File: src/pwsp_pkg.sv
// pwsp_pkg: constants shared by the pseudowire sublayer parser
package pwsp_pkg;
  localparam int RegAddrW = 8;
  localparam int RegDataW = 32;
  localparam int TsLen = 188;
  localparam logic [7:0] SegLast = 8'(TsLen - 1);
  localparam logic [7:0] TsSync = 8'h47;
  localparam logic [7:0] PidHiPos = 8'h01;
  localparam logic [7:0] PidLoPos = 8'h02;
  localparam logic [7:0] StreamBusy = 8'h01;
  localparam logic [4:0] NullPidHi = 5'h1f;
  localparam logic [7:0] NullPidLo = 8'hff;
  // header byte positions; the entry array follows the 4-byte header
  localparam logic [4:0] HdrCountPos = 5'h01;
  localparam logic [4:0] HdrSeqHiPos = 5'h02;
  localparam logic [4:0] HdrSeqLoPos = 5'h03;
  localparam logic [4:0] HdrLen = 5'h04;
  localparam logic [4:0] ArrayEnd = 5'h17;
  localparam int ArrayEntries = 10;
  localparam logic [3:0] MaxMultiPkts = 4'ha;
  localparam int DefMaxSegs = 7;
  // first header byte: V S H H X F F F
  localparam int VBit = 7;
  localparam int SBit = 6;
  localparam int HMsb = 5;
  localparam int HLsb = 4;
  localparam int FlowMsb = 2;
  localparam logic [1:0] HLatency = 2'h1;
  localparam logic [1:0] PwSingle = 2'h0;
  localparam logic [1:0] PwMulti = 2'h1;
  localparam logic [1:0] PwStream = 2'h2;
  localparam logic [7:0] RegCtrl = 8'h00;
  localparam logic [7:0] RegStatus = 8'h04;
  localparam logic [7:0] RegAccepted = 8'h08;
  localparam logic [7:0] RegDropped = 8'h0c;
  localparam logic [7:0] RegGaps = 8'h10;
  localparam logic [7:0] RegLastSeq = 8'h14;
  localparam int CtrlEnBit = 0;
  localparam int CtrlTypeLsb = 1;
  localparam int CtrlFlowLsb = 3;
  localparam int StatTdBit = 0;
  localparam logic [31:0] CtrlReset = 32'h0000_0000;
endpackage : pwsp_pkg

File: src/pwsp_parser.sv
// pwsp_parser: receive check and parse of the pseudowire sublayer header
`timescale 1ns/1ns
module pwsp_parser #(
  parameter int MaxSegs = pwsp_pkg::DefMaxSegs
) (
  input wire logic sys_clk,
  input wire logic rst,
  input wire logic [7:0] inData,
  input wire logic inValid,
  input wire logic inSop,
  input wire logic inEop,
  input wire logic [pwsp_pkg::RegAddrW-1:0] regAddr,
  input wire logic [pwsp_pkg::RegDataW-1:0] regWdata,
  input wire logic regWrite,
  input wire logic regRead,
  output logic [pwsp_pkg::RegDataW-1:0] regRdata,
  output logic [7:0] outData,
  output logic outValid,
  output logic outSop,
  output logic outEop,
  output logic outAbort,
  output logic outNull,
  output logic [7:0] outTag,
  output logic [3:0] outChSeq,
  output logic [2:0] outFlow,
  output logic teardownReq,
  output logic seqGap,
  output logic latencyPkt
);
  import pwsp_pkg::*;

  if (MaxSegs < 1 || MaxSegs > 15) begin : g_bad_segs
    $error("MaxSegs must lie in 1..15");
  end

  typedef enum logic [2:0] {
    ST_IDLE, ST_HDR, ST_ARRAY, ST_PAY, ST_SKIP
  } pwsp_state_type;

  localparam logic [3:0] SegLimit = 4'(MaxSegs);

  pwsp_state_type state;
  logic [4:0] hdrIdx;
  logic hSeqValid;
  logic hLatency;
  logic [2:0] hFlow;
  logic [3:0] pktCount;
  logic [7:0] seqHi;
  logic [7:0] tagMem [ArrayEntries];
  logic [3:0] chSeqMem [ArrayEntries];
  logic [7:0] segByte;
  logic [3:0] segCount;
  logic pidHiMatch;
  logic nullSeg;
  logic ctrlEnable;
  logic tdPending;
  logic [1:0] ctrlType;
  logic [2:0] ctrlFlow;
  logic [15:0] lastSeq;

  logic sopByte;
  logic transport;
  logic isMulti;
  logic hdrReject;
  logic countBad;
  logic segFirst;
  logic segEnd;
  logic syncBad;
  logic overflow;
  logic payByte;
  logic payStop;
  logic wrongType;
  logic abortNow;
  logic pktGood;
  logic acceptNow;
  logic dropNow;
  logic emit;
  logic seqStrobe;
  logic latNow;
  logic tdEvent;
  logic [4:0] arrOff;
  logic [3:0] eIdx;

  // outer encapsulation is already stripped: the first byte of every
  // packet is the sublayer header itself
  assign sopByte = inValid && inSop;
  assign transport = ctrlType == PwSingle || ctrlType == PwMulti;
  // both transport types use code 00; only the configured type differs
  assign isMulti = ctrlType == PwMulti;

  // reserved bit 3 is never looked at
  assign hdrReject = !ctrlEnable || tdPending || ctrlType > PwStream ||
    inData[VBit] ||
    inData[HMsb] ||
    (transport && inData[FlowMsb:0] != ctrlFlow);

  assign countBad = isMulti && !hLatency &&
    (inData[3:0] == '0 || inData[3:0] > MaxMultiPkts);

  assign segFirst = segByte == '0;
  assign segEnd = segByte == SegLast;
  // a segment that does not open with the sync byte is not transport
  // data, so the session carries another pseudowire type
  assign syncBad = transport && segFirst && inData != TsSync;
  assign overflow = transport && segFirst &&
    segCount == (isMulti ? pktCount : SegLimit);
  assign payByte = inValid && !inSop && state == ST_PAY;
  assign payStop = payByte && (overflow || syncBad);
  assign wrongType = payByte && syncBad && !overflow;
  assign tdEvent = wrongType && !tdPending;
  assign abortNow = inValid && state == ST_PAY && !segFirst &&
    (inSop || (inEop && transport && !segEnd));
  assign pktGood = !transport || (segEnd &&
    (!isMulti || 4'(segCount + 4'h1) == pktCount));
  assign acceptNow = payByte && inEop && !payStop && pktGood;
  assign dropNow = (sopByte && (hdrReject || inEop)) || payStop ||
    (inValid && !inSop && inEop &&
      (state == ST_HDR || state == ST_ARRAY ||
       (state == ST_PAY && !payStop && !pktGood))) ||
    (inValid && !inSop && state == ST_HDR &&
     hdrIdx == HdrCountPos && countBad);
  assign emit = payByte && !payStop && !abortNow;
  // the counter is trusted only when the sequence-valid bit is set
  assign seqStrobe = inValid && !inSop && !inEop && state == ST_HDR &&
    hdrIdx == HdrSeqLoPos && hSeqValid && !hLatency;
  assign latNow = inValid && !inSop && !inEop && state == ST_HDR &&
    hdrIdx == HdrSeqLoPos && hLatency;
  assign arrOff = 5'(hdrIdx - HdrLen);
  assign eIdx = arrOff[4:1];

  always_ff @(posedge sys_clk) begin
    if (rst) begin
      state <= ST_IDLE;
    end else if (sopByte) begin
      if (inEop) begin
        state <= ST_IDLE;
      end else begin
        state <= hdrReject ? ST_SKIP : ST_HDR;
      end
    end else if (inValid) begin
      unique case (state)
        ST_IDLE: state <= ST_IDLE;
        ST_HDR: begin
          if (inEop) begin
            state <= ST_IDLE;
          end else if (hdrIdx == HdrCountPos && countBad) begin
            state <= ST_SKIP;
          end else if (hdrIdx == HdrSeqLoPos) begin
            // latency headers are recognised but not parsed here
            state <= hLatency ? ST_SKIP :
              (isMulti ? ST_ARRAY : ST_PAY);
          end
        end
        ST_ARRAY: begin
          if (inEop) begin
            state <= ST_IDLE;
          end else if (hdrIdx == ArrayEnd) begin
            state <= ST_PAY;
          end
        end
        ST_PAY: begin
          if (inEop) begin
            state <= ST_IDLE;
          end else if (payStop) begin
            state <= ST_SKIP;
          end
        end
        ST_SKIP: begin
          if (inEop) begin
            state <= ST_IDLE;
          end
        end
      endcase
    end
  end

  // single-channel byte 1 is reserved and never stored
  always_ff @(posedge sys_clk) begin
    if (rst) begin
      hdrIdx <= '0;
      hSeqValid <= 1'b0;
      hLatency <= 1'b0;
      hFlow <= '0;
      pktCount <= '0;
      seqHi <= '0;
    end else if (sopByte) begin
      hdrIdx <= HdrCountPos;
      hSeqValid <= inData[SBit];
      hLatency <= inData[HMsb:HLsb] == HLatency;
      hFlow <= inData[FlowMsb:0];
    end else if (inValid && (state == ST_HDR || state == ST_ARRAY)) begin
      hdrIdx <= 5'(hdrIdx + 5'h01);
      if (hdrIdx == HdrCountPos && isMulti) begin
        pktCount <= inData[3:0];
      end
      if (hdrIdx == HdrSeqHiPos) begin
        seqHi <= inData;
      end
    end
  end

  // all ten entries are stored; those past the count are never read
  always_ff @(posedge sys_clk) begin
    if (inValid && !inSop && state == ST_ARRAY) begin
      if (!arrOff[0]) begin
        chSeqMem[eIdx] <= inData[7:4];
      end else begin
        tagMem[eIdx] <= inData;
      end
    end
  end

  always_ff @(posedge sys_clk) begin
    if (rst || sopByte) begin
      segByte <= '0;
      segCount <= '0;
      pidHiMatch <= 1'b0;
      nullSeg <= 1'b0;
    end else if (payByte && !payStop) begin
      if (!transport) begin
        segByte <= StreamBusy;
      end else begin
        segByte <= segEnd ? '0 : 8'(segByte + 8'h01);
        if (segEnd) begin
          segCount <= 4'(segCount + 4'h1);
        end
        if (segByte == PidHiPos) begin
          pidHiMatch <= inData[4:0] == NullPidHi;
        end
        if (segByte == PidLoPos) begin
          nullSeg <= pidHiMatch && inData == NullPidLo;
        end
      end
    end
  end

  // transport bytes leave as they arrive, so a late fault can only be
  // signalled by aborting the open segment, never by holding it back
  always_ff @(posedge sys_clk) begin
    if (rst) begin
      outValid <= 1'b0;
      outSop <= 1'b0;
      outEop <= 1'b0;
      outAbort <= 1'b0;
      outNull <= 1'b0;
      outData <= '0;
      outTag <= '0;
      outChSeq <= '0;
      outFlow <= '0;
      teardownReq <= 1'b0;
      latencyPkt <= 1'b0;
    end else begin
      outValid <= emit;
      outSop <= emit && segFirst;
      outEop <= emit && (transport ? segEnd : inEop);
      outNull <= emit && transport && segEnd && nullSeg;
      outAbort <= abortNow;
      teardownReq <= tdEvent;
      latencyPkt <= latNow;
      if (emit) begin
        outData <= inData;
        outFlow <= hFlow;
        outTag <= isMulti ? tagMem[segCount] : '0;
        outChSeq <= isMulti ? chSeqMem[segCount] : '0;
      end
    end
  end

  pwsp_seq_check u_seq (
    .sys_clk(sys_clk),
    .rst(rst),
    .seqStrobe(seqStrobe),
    .seqValue({seqHi, inData}),
    .seqGap(seqGap),
    .lastSeq(lastSeq)
  );

  pwsp_regs u_regs (
    .sys_clk(sys_clk),
    .rst(rst),
    .regAddr(regAddr),
    .regWdata(regWdata),
    .regWrite(regWrite),
    .regRead(regRead),
    .regRdata(regRdata),
    .evAccept(acceptNow),
    .evDrop(dropNow),
    .evGap(seqGap),
    .evTeardown(tdEvent),
    .lastSeq(lastSeq),
    .ctrlEnable(ctrlEnable),
    .ctrlType(ctrlType),
    .ctrlFlow(ctrlFlow),
    .tdPending(tdPending)
  );

  logic [7:0] emitCnt;

  always_ff @(posedge sys_clk) begin
    if (rst || outAbort) begin
      emitCnt <= '0;
    end else if (outValid) begin
      emitCnt <= outEop ? '0 : 8'(emitCnt + 8'h01);
    end
  end
endmodule : pwsp_parser

File: src/pwsp_regs.sv
// pwsp_regs: control, status and counter registers
`timescale 1ns/1ns
module pwsp_regs (
  input wire logic sys_clk,
  input wire logic rst,
  input wire logic [pwsp_pkg::RegAddrW-1:0] regAddr,
  input wire logic [pwsp_pkg::RegDataW-1:0] regWdata,
  input wire logic regWrite,
  input wire logic regRead,
  output logic [pwsp_pkg::RegDataW-1:0] regRdata,
  input wire logic evAccept,
  input wire logic evDrop,
  input wire logic evGap,
  input wire logic evTeardown,
  input wire logic [15:0] lastSeq,
  output logic ctrlEnable,
  output logic [1:0] ctrlType,
  output logic [2:0] ctrlFlow,
  output logic tdPending
);
  import pwsp_pkg::*;

  logic [RegDataW-1:0] ctrl;
  logic [RegDataW-1:0] acceptCnt;
  logic [RegDataW-1:0] dropCnt;
  logic [RegDataW-1:0] gapCnt;

  assign ctrlEnable = ctrl[CtrlEnBit];
  assign ctrlType = ctrl[CtrlTypeLsb+:2];
  assign ctrlFlow = ctrl[CtrlFlowLsb+:3];

  always_ff @(posedge sys_clk) begin
    if (rst) begin
      ctrl <= CtrlReset;
    end else if (regWrite && regAddr == RegCtrl) begin
      ctrl <= regWdata;
    end
  end

  // a new teardown event beats a clearing write in the same cycle
  always_ff @(posedge sys_clk) begin
    if (rst) begin
      tdPending <= 1'b0;
    end else if (evTeardown) begin
      tdPending <= 1'b1;
    end else if (regWrite && regAddr == RegStatus && regWdata[StatTdBit]) begin
      tdPending <= 1'b0;
    end
  end

  always_ff @(posedge sys_clk) begin
    if (rst) begin
      acceptCnt <= '0;
      dropCnt <= '0;
      gapCnt <= '0;
    end else begin
      if (evAccept) acceptCnt <= acceptCnt + 32'h1;
      if (evDrop) dropCnt <= dropCnt + 32'h1;
      if (evGap) gapCnt <= gapCnt + 32'h1;
    end
  end

  always_ff @(posedge sys_clk) begin
    if (rst || !regRead) begin
      regRdata <= '0;
    end else begin
      case (regAddr)
        RegCtrl: regRdata <= ctrl;
        RegStatus: regRdata <= 32'(tdPending);
        RegAccepted: regRdata <= acceptCnt;
        RegDropped: regRdata <= dropCnt;
        RegGaps: regRdata <= gapCnt;
        RegLastSeq: regRdata <= 32'(lastSeq);
        default: regRdata <= '0;
      endcase
    end
  end
endmodule : pwsp_regs

File: src/pwsp_seq_check.sv
// pwsp_seq_check: session sequence tracking and gap flag
`timescale 1ns/1ns
module pwsp_seq_check (
  input wire logic sys_clk,
  input wire logic rst,
  input wire logic seqStrobe,
  input wire logic [15:0] seqValue,
  output logic seqGap,
  output logic [15:0] lastSeq
);
  import pwsp_pkg::*;

  logic haveSeq;

  // 16-bit add wraps naturally, so max to zero is no gap
  always_ff @(posedge sys_clk) begin
    if (rst) begin
      haveSeq <= 1'b0;
      lastSeq <= 16'h0000;
      seqGap <= 1'b0;
    end else begin
      seqGap <= seqStrobe && haveSeq &&
        seqValue != 16'(lastSeq + 16'h0001);
      if (seqStrobe) begin
        haveSeq <= 1'b1;
        lastSeq <= seqValue;
      end
    end
  end
endmodule : pwsp_seq_check
File: config.mk
export PLATFORM = sky130hd
export DESIGN_NAME = pwsp_parser
export DESIGN_NICKNAME = d
export VERILOG_FILES = /design/src/pwsp_pkg.sv /design/src/pwsp_parser.sv /design/src/pwsp_regs.sv /design/src/pwsp_seq_check.sv
export SDC_FILE = /design/constraint.sdc
export NUM_CORES = 1
export LEC_CHECK = 0
export ABC_AREA = 1
export BUFFER_PORTS_ARGS = -buffer_cell sky130_fd_sc_hd__buf_2
export CAP_MARGIN = 10
export CORE_UTILIZATION = 50
export DETAILED_ROUTE_END_ITERATION = 12
export PLACE_DENSITY_LB_ADDON = 0.15
export SLEW_MARGIN = 15
export SYNTH_ARGS = -nofsm -noshare
export SYNTH_HDL_FRONTEND = slang
export SYNTH_SLANG_ARGS = --single-unit
File: constraint.sdc
create_clock -name sys_clk -period 3.1 [get_ports sys_clk]
set_clock_uncertainty 0.2 [all_clocks]
set_input_delay 0.155 -clock sys_clk [delete_from_list [all_inputs] [get_ports sys_clk]]
set_output_delay 0.155 -clock sys_clk [all_outputs]
set_load 0.01 [all_outputs]
==> reports/metrics.cfg, run 1 <==
[status]
status=finished, final reports clean

[floorplan]
ios=118
die_x_um=188
fp.coreArea_um2=33800
floorplan.rows=67
die_area_um2=35300
initial_utilization_pct=51.1
die_y_um=188

[sta]
slew_violations=0
rsz0062_at_grt=false
fmax_mhz=353
min_period_ns=2.83
fin_hold_ws_ns=0.0265
finalSetupTns_ns=0
finalCritPeriodShare_pct=91.4
hold_viol=0
finalSetupViolations=0
setup_ws_ns=0.265
worst_pin_slew_ns=1.01
slew_headroom_pct=32.0

[logic_synthesis]
yosys.area_share.adder_pct=1.16
synth_mux_area_share_pct=0
netlist_instances=2144
synth-edff-count=120
avgSynthCellArea_um2=8.06
synth_top_area_share_pct=29.2
yosys_warnings=0
yosys.area.top_type=dfxtp_1
synth_seq_cells=372
synth_nets=2215
synth_simple_gate_area_share_pct=23.2
synth_xor_xnor_area_share_pct=4.39
synth_top_flop_cell=dfxtp_1
synth_top_family_by_area=simple AND/OR/NAND/NOR gates
synth_area_um2=17300
ys_seq_area_share_pct=50.1
synthTopCellsByArea=dfxtp_1 (29%), edfxtp_1 (21%), nand2_1 (7.4%)
synthArstFlopShare_pct=0
ys_types=48
synth_compound_area_share_pct=14.6

[power_and_ir_drop]
p_sw_mw=2.35
powerDensity_nw_per_um2=512
p_int_mw=7.95
p_sw_share_pct=22.8
p_total_mw=10.3
comb_power_share_pct=4.9
ir_worst_vdd_uv=369
clockPowerShare_pct=45.3
total_leakage_power_nw=7.50
p_seq_share_pct=49.7

[drt]
drt_first_iter_violations=1348
ant_nets=0
finalWirelength_mm=52.0
wl_per_cell_um=18.7
via_per_inst=5.66
drc_errors=0
vias=15700
dr.pass1.iters=5

[global_routing]
antenna_found_initial=0
grt_max_degree=140
overflow=0
grt_usage_pct=29.0
grt_pass1_vias=14400
grt_pass1_wl_mm=80.3

[setup_path]
cp_slowest_cell=dfxtp_1
critPathKind=reg2reg
crit_path_end=outChSeq[3]
crit_cells=11
required_ns=3.37
path_buf_inv=0
worst_ep_arrival_time_ns=3.10
cp_common_cell=nand2_1
r2r_setup_slack_ns=0.27
crit_path_end_kind=register
crit_chain=ha_1 > nand2_1 > nor2_1 > nand4_1 > nand2_1 > nor2_1 > o21ai_2 > nand2_4 > nor2_4 > nand2_1 > o21ai_0
cp_max_fo=19
crit_path_start_kind=register
reg2reg_from=segByte[0]
reg2reg_depth=11
cpPeakStageDelay_ns=0.36
r2r_end=outChSeq[3]
startpoint=segByte[0]
critical_path.top_delay_family=simple AND/OR/NAND/NOR gates

[placed_design]
placed_cells=2657
port_buffers=117
hpwl_mm=35.8
place.gp.congestion=0.930
pre_cts_ws_ns=0.347

[clock_tree]
htreeDepth=2
cts-root-buf=clkbuf_16
cts_buffer_depth=3
cts_setup_buffers=0
cts.repair.resized=0
clock_latency_ns=0.55
numClockSinks=372
cts_buffers=40
cts_tree=yes
clk_pin_slew_ns=0.06

[finish]
final_net_count=2371
multi_input_comb_area_um2=7490
final_cell_mix=nand2_1 (339), nor2_1 (337), dfxtp_1 (252)
final_common_cell=nand2_1
layout.cells.non_filler=2778
area_delta_synth_final_pct=16.4
drive_gt1_share_pct=10.9
num-fill-cells=3039
regArea_um2=8650
antennaDiodeCount=0

[min_path]
min-delay-path-class=in2reg

[run]
drv_cap=0

## cells in the mapped netlist, drive strengths merged, types with 24 or more instances
cell type,number
o21ai,183
xor2,65
inv,189
clkbuf,58
nand4,36
a21oi,170
buf,35
nor3,58
nand2,345
o221ai,24
edfxtp,120
nand3,120
nor2,347
dfxtp,252
## how the worst min path moves through the flow
| stage | cells past startpoint | startpoint | slack, ns | to |
|---|---|---|---|---|
| after floorplan | 1 | rst | 0.03 | outValid |
| after global placement | 3 | regWdata[18] | 0.21 | u_regs.ctrl[18] |
| after detailed placement | 3 | regWdata[6] | 0.22 | u_regs.ctrl[6] |
| after CTS | 4 | regAddr[0] | 0.009 | u_regs.regRdata[9] |
| after global routing | 4 | regAddr[0] | 0.03 | u_regs.regRdata[9] |
| final | 4 | regAddr[0] | 0.03 | u_regs.regRdata[9] |
## through the flow
step           utilization, %  cell area, um^2
2_1_floorplan               -            17300
3_3_place_gp             54.3            18300
3_5_place_dp             54.3            18300
4_1_cts                  59.5            20100
5_1_grt                  59.5            20100
6_report                 59.5            20100
## what timing repair did
| action | in CTS | in global routing |
|---|---|---|
| hold buffers | 49 | 0 |
| endpoints found under the hold margin | 192 | 0 |
| setup endpoints to repair | 0 | 0 |
## state kept, by name, summed over array words and instances (netlist names), 4 cells and up, named ones only
register / flops
segCount: 4
segByte: 8
hdrIdx: 5
chSeqMem: 40
outChSeq: 4
outData: 8
seqHi: 8
u_regs.gapCnt: 32
pktCount: 4
outTag: 8
u_seq.lastSeq: 16
u_regs.ctrl: 32
u_regs.acceptCnt: 32
u_regs.regRdata: 32
tagMem: 80
u_regs.dropCnt: 32
## final cells by class
cell class / count / share of cell area (%)
Timing Repair Buffer: 207 / 7.07
Sequential cell: 372 / 43.0
Tap cell: 448 / 2.79
Clock buffer: 61 / 5.62
Multi-Input combinational cell: 1487 / 37.2
Clock inverter: 11 / 0.722
Inverter: 192 / 3.60
## kinds of logic after synthesis
family | count (synthesis)
AND/OR/NAND/NOR | 936
AO/OA/AOI/OAI | 450
flip-flops | 372
buffers and inverters | 285
XOR/XNOR | 85
adder cells (fa/ha/maj) | 16
## tightest hold or removal path: stages
cell       delay (ns)
buf_2            0.10
nor2_1           0.10
o2111ai_2        0.26
a21oi_1          0.09
## routing by layer
layer | GRT usage [%] | vias to the layer above | routed length, um
met3 | 4.32 | 64 | 4190
met2 | 43.9 | 617 | 22800
met5 | 0 | - | 0
li1 | - | 7566 | -
met1 | 43.3 | 7482 | 24000
met4 | 7.44 | 0 | 1010
## power groups by stage
stage	registers (mW)	clock network, mW	logic, mW
finish	5.12	4.67	0.507
global route	5.13	4.93	0.559
CTS	5.12	4.72	0.499
detailed placement	5.23	0	0.452
global placement	5.22	0	0.445
floorplan	5.21	0	0.278
(Power assumes the default switching activity.)
==> run 2, diff against run 1 <==
--- a/config.mk
+++ b/config.mk
@@ -5,7 +5,7 @@
 export SDC_FILE = /design/constraint.sdc
 export NUM_CORES = 1
 export LEC_CHECK = 0
-export ABC_AREA = 1
+export ABC_AREA = 0
 export BUFFER_PORTS_ARGS = -buffer_cell sky130_fd_sc_hd__buf_2
 export CAP_MARGIN = 10
 export CORE_UTILIZATION = 50
==> reports/metrics.cfg, run 2 <==
[floorplan]
floorplan.rows=67  ; unchanged
die_y_um=187  ; -0.38%
initial_utilization_pct=51.0  ; -0.14 points
ios=118  ; unchanged
die_area_um2=35000  ; -0.77%
fp.coreArea_um2=33600  ; -0.50%
die_x_um=187  ; -0.38%

[finish]
drive_gt1_share_pct=15.7  ; +4.8 points
final_net_count=1984  ; -16%
num-fill-cells=2817  ; -7.3%
regArea_um2=8650  ; about the same
largest_register_ffs=80  ; unchanged
final_common_cell=dfxtp_1
area_delta_synth_final_pct=18.1
top_register=tagMem
top_regs=tagMem x80, chSeqMem x40
final_cell_mix=dfxtp_1 (251), nand2_1 (202), nor2_1 (174)
final_util_pct=60.2  ; +0.71 points
multi_input_comb_area_um2=7910  ; +5.6%

[clock_tree]
cts_tree=yes
cts_setup_buffers=0  ; unchanged
numClockSinks=372  ; unchanged
cts_buffers=40  ; unchanged
cts-root-buf=clkbuf_16
clock_latency_ns=0.53  ; -0.02 ns
htreeDepth=2  ; unchanged
clk_pin_slew_ns=0.06  ; about the same
cts_buffer_depth=3  ; unchanged

[logic_synthesis]
synth_seq_cells=372  ; unchanged
synth_top_area_share_pct=29.4  ; +0.23 points
yosysMostFrequentCell=dfxtp_1
avgSynthCellArea_um2=9.85  ; +22%
ys_types=75  ; +56%
synth_top_flop_cell=dfxtp_1
synth-edff-count=120  ; unchanged
yosys_warnings=0  ; unchanged
netlist_instances=1740  ; -19%
ys_seq_area_share_pct=50.4  ; +0.39 points
synth_nets=1811  ; -18%
synthArstFlopShare_pct=0  ; unchanged
yosys.area.top_type=dfxtp_1
synthTopCellsByCount=dfxtp_1 (252), nand2_1 (202), nor2_1 (174)
synthTopCellsByArea=dfxtp_1 (29%), edfxtp_1 (21%), a21oi_1 (4.5%)
synth_area_um2=17100  ; -0.77%

[global_routing]
overflow=0  ; unchanged
grt_usage_pct=26.4  ; -2.6 points
grt_pass1_wl_mm=72.8  ; -9.3%
grt_max_degree=97  ; -31%
antenna_found_initial=3  ; +3
grt_pass1_vias=13300  ; -7.9%

[setup_path]
worst_ep_arrival_time_ns=3.17  ; +0.07 ns
cp_max_fo=13  ; -6
startpoint=inData[2]
crit_path_end_kind=register
r2r_end=outData[0]
crit_path_start_kind=input pin
reg2reg_depth=8  ; -3
required_ns=3.36  ; about the same
critPathKind=in2reg
reg2reg_from=segByte[3]
r2r_setup_slack_ns=0.20  ; -0.07 ns
crit_path_end=segByte[6]

[sta]
rsz0062_at_grt=false
fmax_mhz=344  ; -2.4%
slew_violations=0  ; unchanged
finalSetupTns_ns=0  ; unchanged
hold_viol=0  ; unchanged
finalCritPeriodShare_pct=93.7  ; +2.3 points
finalSetupViolations=0  ; unchanged
slew_headroom_pct=36.2  ; +4.2 points
worst_pin_slew_ns=0.957  ; -0.0561 ns
min_period_ns=2.90  ; +0.0698 ns

[drt]
vias=14200  ; -10%
finalWirelength_mm=46.9  ; -9.8%
ant_nets=0  ; unchanged
via_per_inst=5.93  ; +4.7%
wl_per_cell_um=19.6  ; +4.8%
drc_errors=0  ; unchanged
dr.pass1.iters=7  ; +2
drt_first_iter_violations=1428  ; +5.9%

[power_and_ir_drop]
total_leakage_power_nw=7.09  ; -5.5%
powerDensity_nw_per_um2=482  ; -5.9%
ir_worst_vdd_uv=389  ; +5.5%
p_total_mw=9.76  ; -5.2%

[min_path]
min-delay-path-class=in2reg

[placed_design]
port_buffers=117  ; unchanged
place.gp.congestion=0.898  ; -3.4%
hpwl_mm=31.6  ; -12%

[status]
status=finished, final reports clean

[run]
drv_cap=0  ; unchanged

## run 2: final cells by class
cell class                      instances  share of cell area (%)
Clock inverter                          9                   0.327
Tap cell                              448                    2.77
Multi-Input combinational cell       1214                    39.0
Antenna cell                            1                  0.0124
Inverter                               29                   0.537
Timing Repair Buffer                  256                    9.04
Clock buffer                           60                    5.56
Sequential cell                       372                    42.7
## run 2: worst min-delay path by stage
| stage | to | startpoint | slack (ns) | cells after the start |
|---|---|---|---|---|
| 3_3_place_gp | u_regs.ctrl[28] | regWdata[28] | 0.20 | 3 |
| 6_report | u_regs.regRdata[25] | regAddr[3] | 0.13 | 5 |
| 5_1_grt | u_regs.regRdata[17] | regAddr[3] | 0.15 | 5 |
| 2_1_floorplan | chSeqMem[0][0] | inData[4] | 0.05 | 0 |
| 3_5_place_dp | u_regs.ctrl[17] | regWdata[17] | 0.20 | 3 |
| 4_1_cts | u_regs.regRdata[28] | regAddr[3] | 0.1 | 5 |
## run 2: stage by stage
stage | instances | hold WS (ns) | cell area [um^2] | worst slack (ns)
2_1_floorplan | 1740 | 0.0539 | 17100 | 0.524
3_3_place_gp | 2255 | 0.199 | 18400 | 0.174
3_5_place_dp | 2255 | 0.200 | 18400 | 0.108
4_1_cts | 2387 | 0.0967 | 20200 | 0.116
5_1_grt | 2388 | 0.146 | 20300 | 0.0117
6_report | 2389 | 0.128 | 20300 | 0.195
## run 2: where the power goes
group	total, mW	internal, mW	switching (mW)
logic	0.312	0.117	0.195
registers	5.03	5.03	0.00562
clock network	4.42	2.52	1.90
## run 2: per-layer routing
layer	global-route usage, %	wire (um)	part of all wire, %	up-vias
met5	0	13	0.028	-
met4	7.35	963	2.1	2
met3	4.86	3510	7.5	73
met2	41.1	21000	45	551
met1	37.6	21400	46	6832
li1	-	-	-	6702
## run 2: repair_timing
action | in CTS | in global routing
resized for setup | 0 | 2
endpoints found under the hold margin | 194 | 0
endpoints found under the setup margin | 0 | 38
hold buffers | 63 | 0
## run 2: cell families after synthesis
kind of cell / after synthesis / share of synthesized area (%)
AO/OA/AOI/OAI: 338 / 13.2
XOR/XNOR: 68 / 3.56
adder cells (fa/ha/maj): 16 / 1.17
buffers and inverters: 155 / 3.71
flip-flops: 372 / 50.4
multiplexers: 101 / 7.88
AND/OR/NAND/NOR: 690 / 20.0
## run 2: worst max-delay path, cell delays in order
cell	delay, ns
dlygate4sd3_1	0.52
buf_2	0.28
nand3_1	0.21
nor4_1	0.38
buf_4	0.20
nand2b_2	0.24
nand3_1	0.23
buf_4	0.27
or4_1	0.50
a31oi_1	0.16
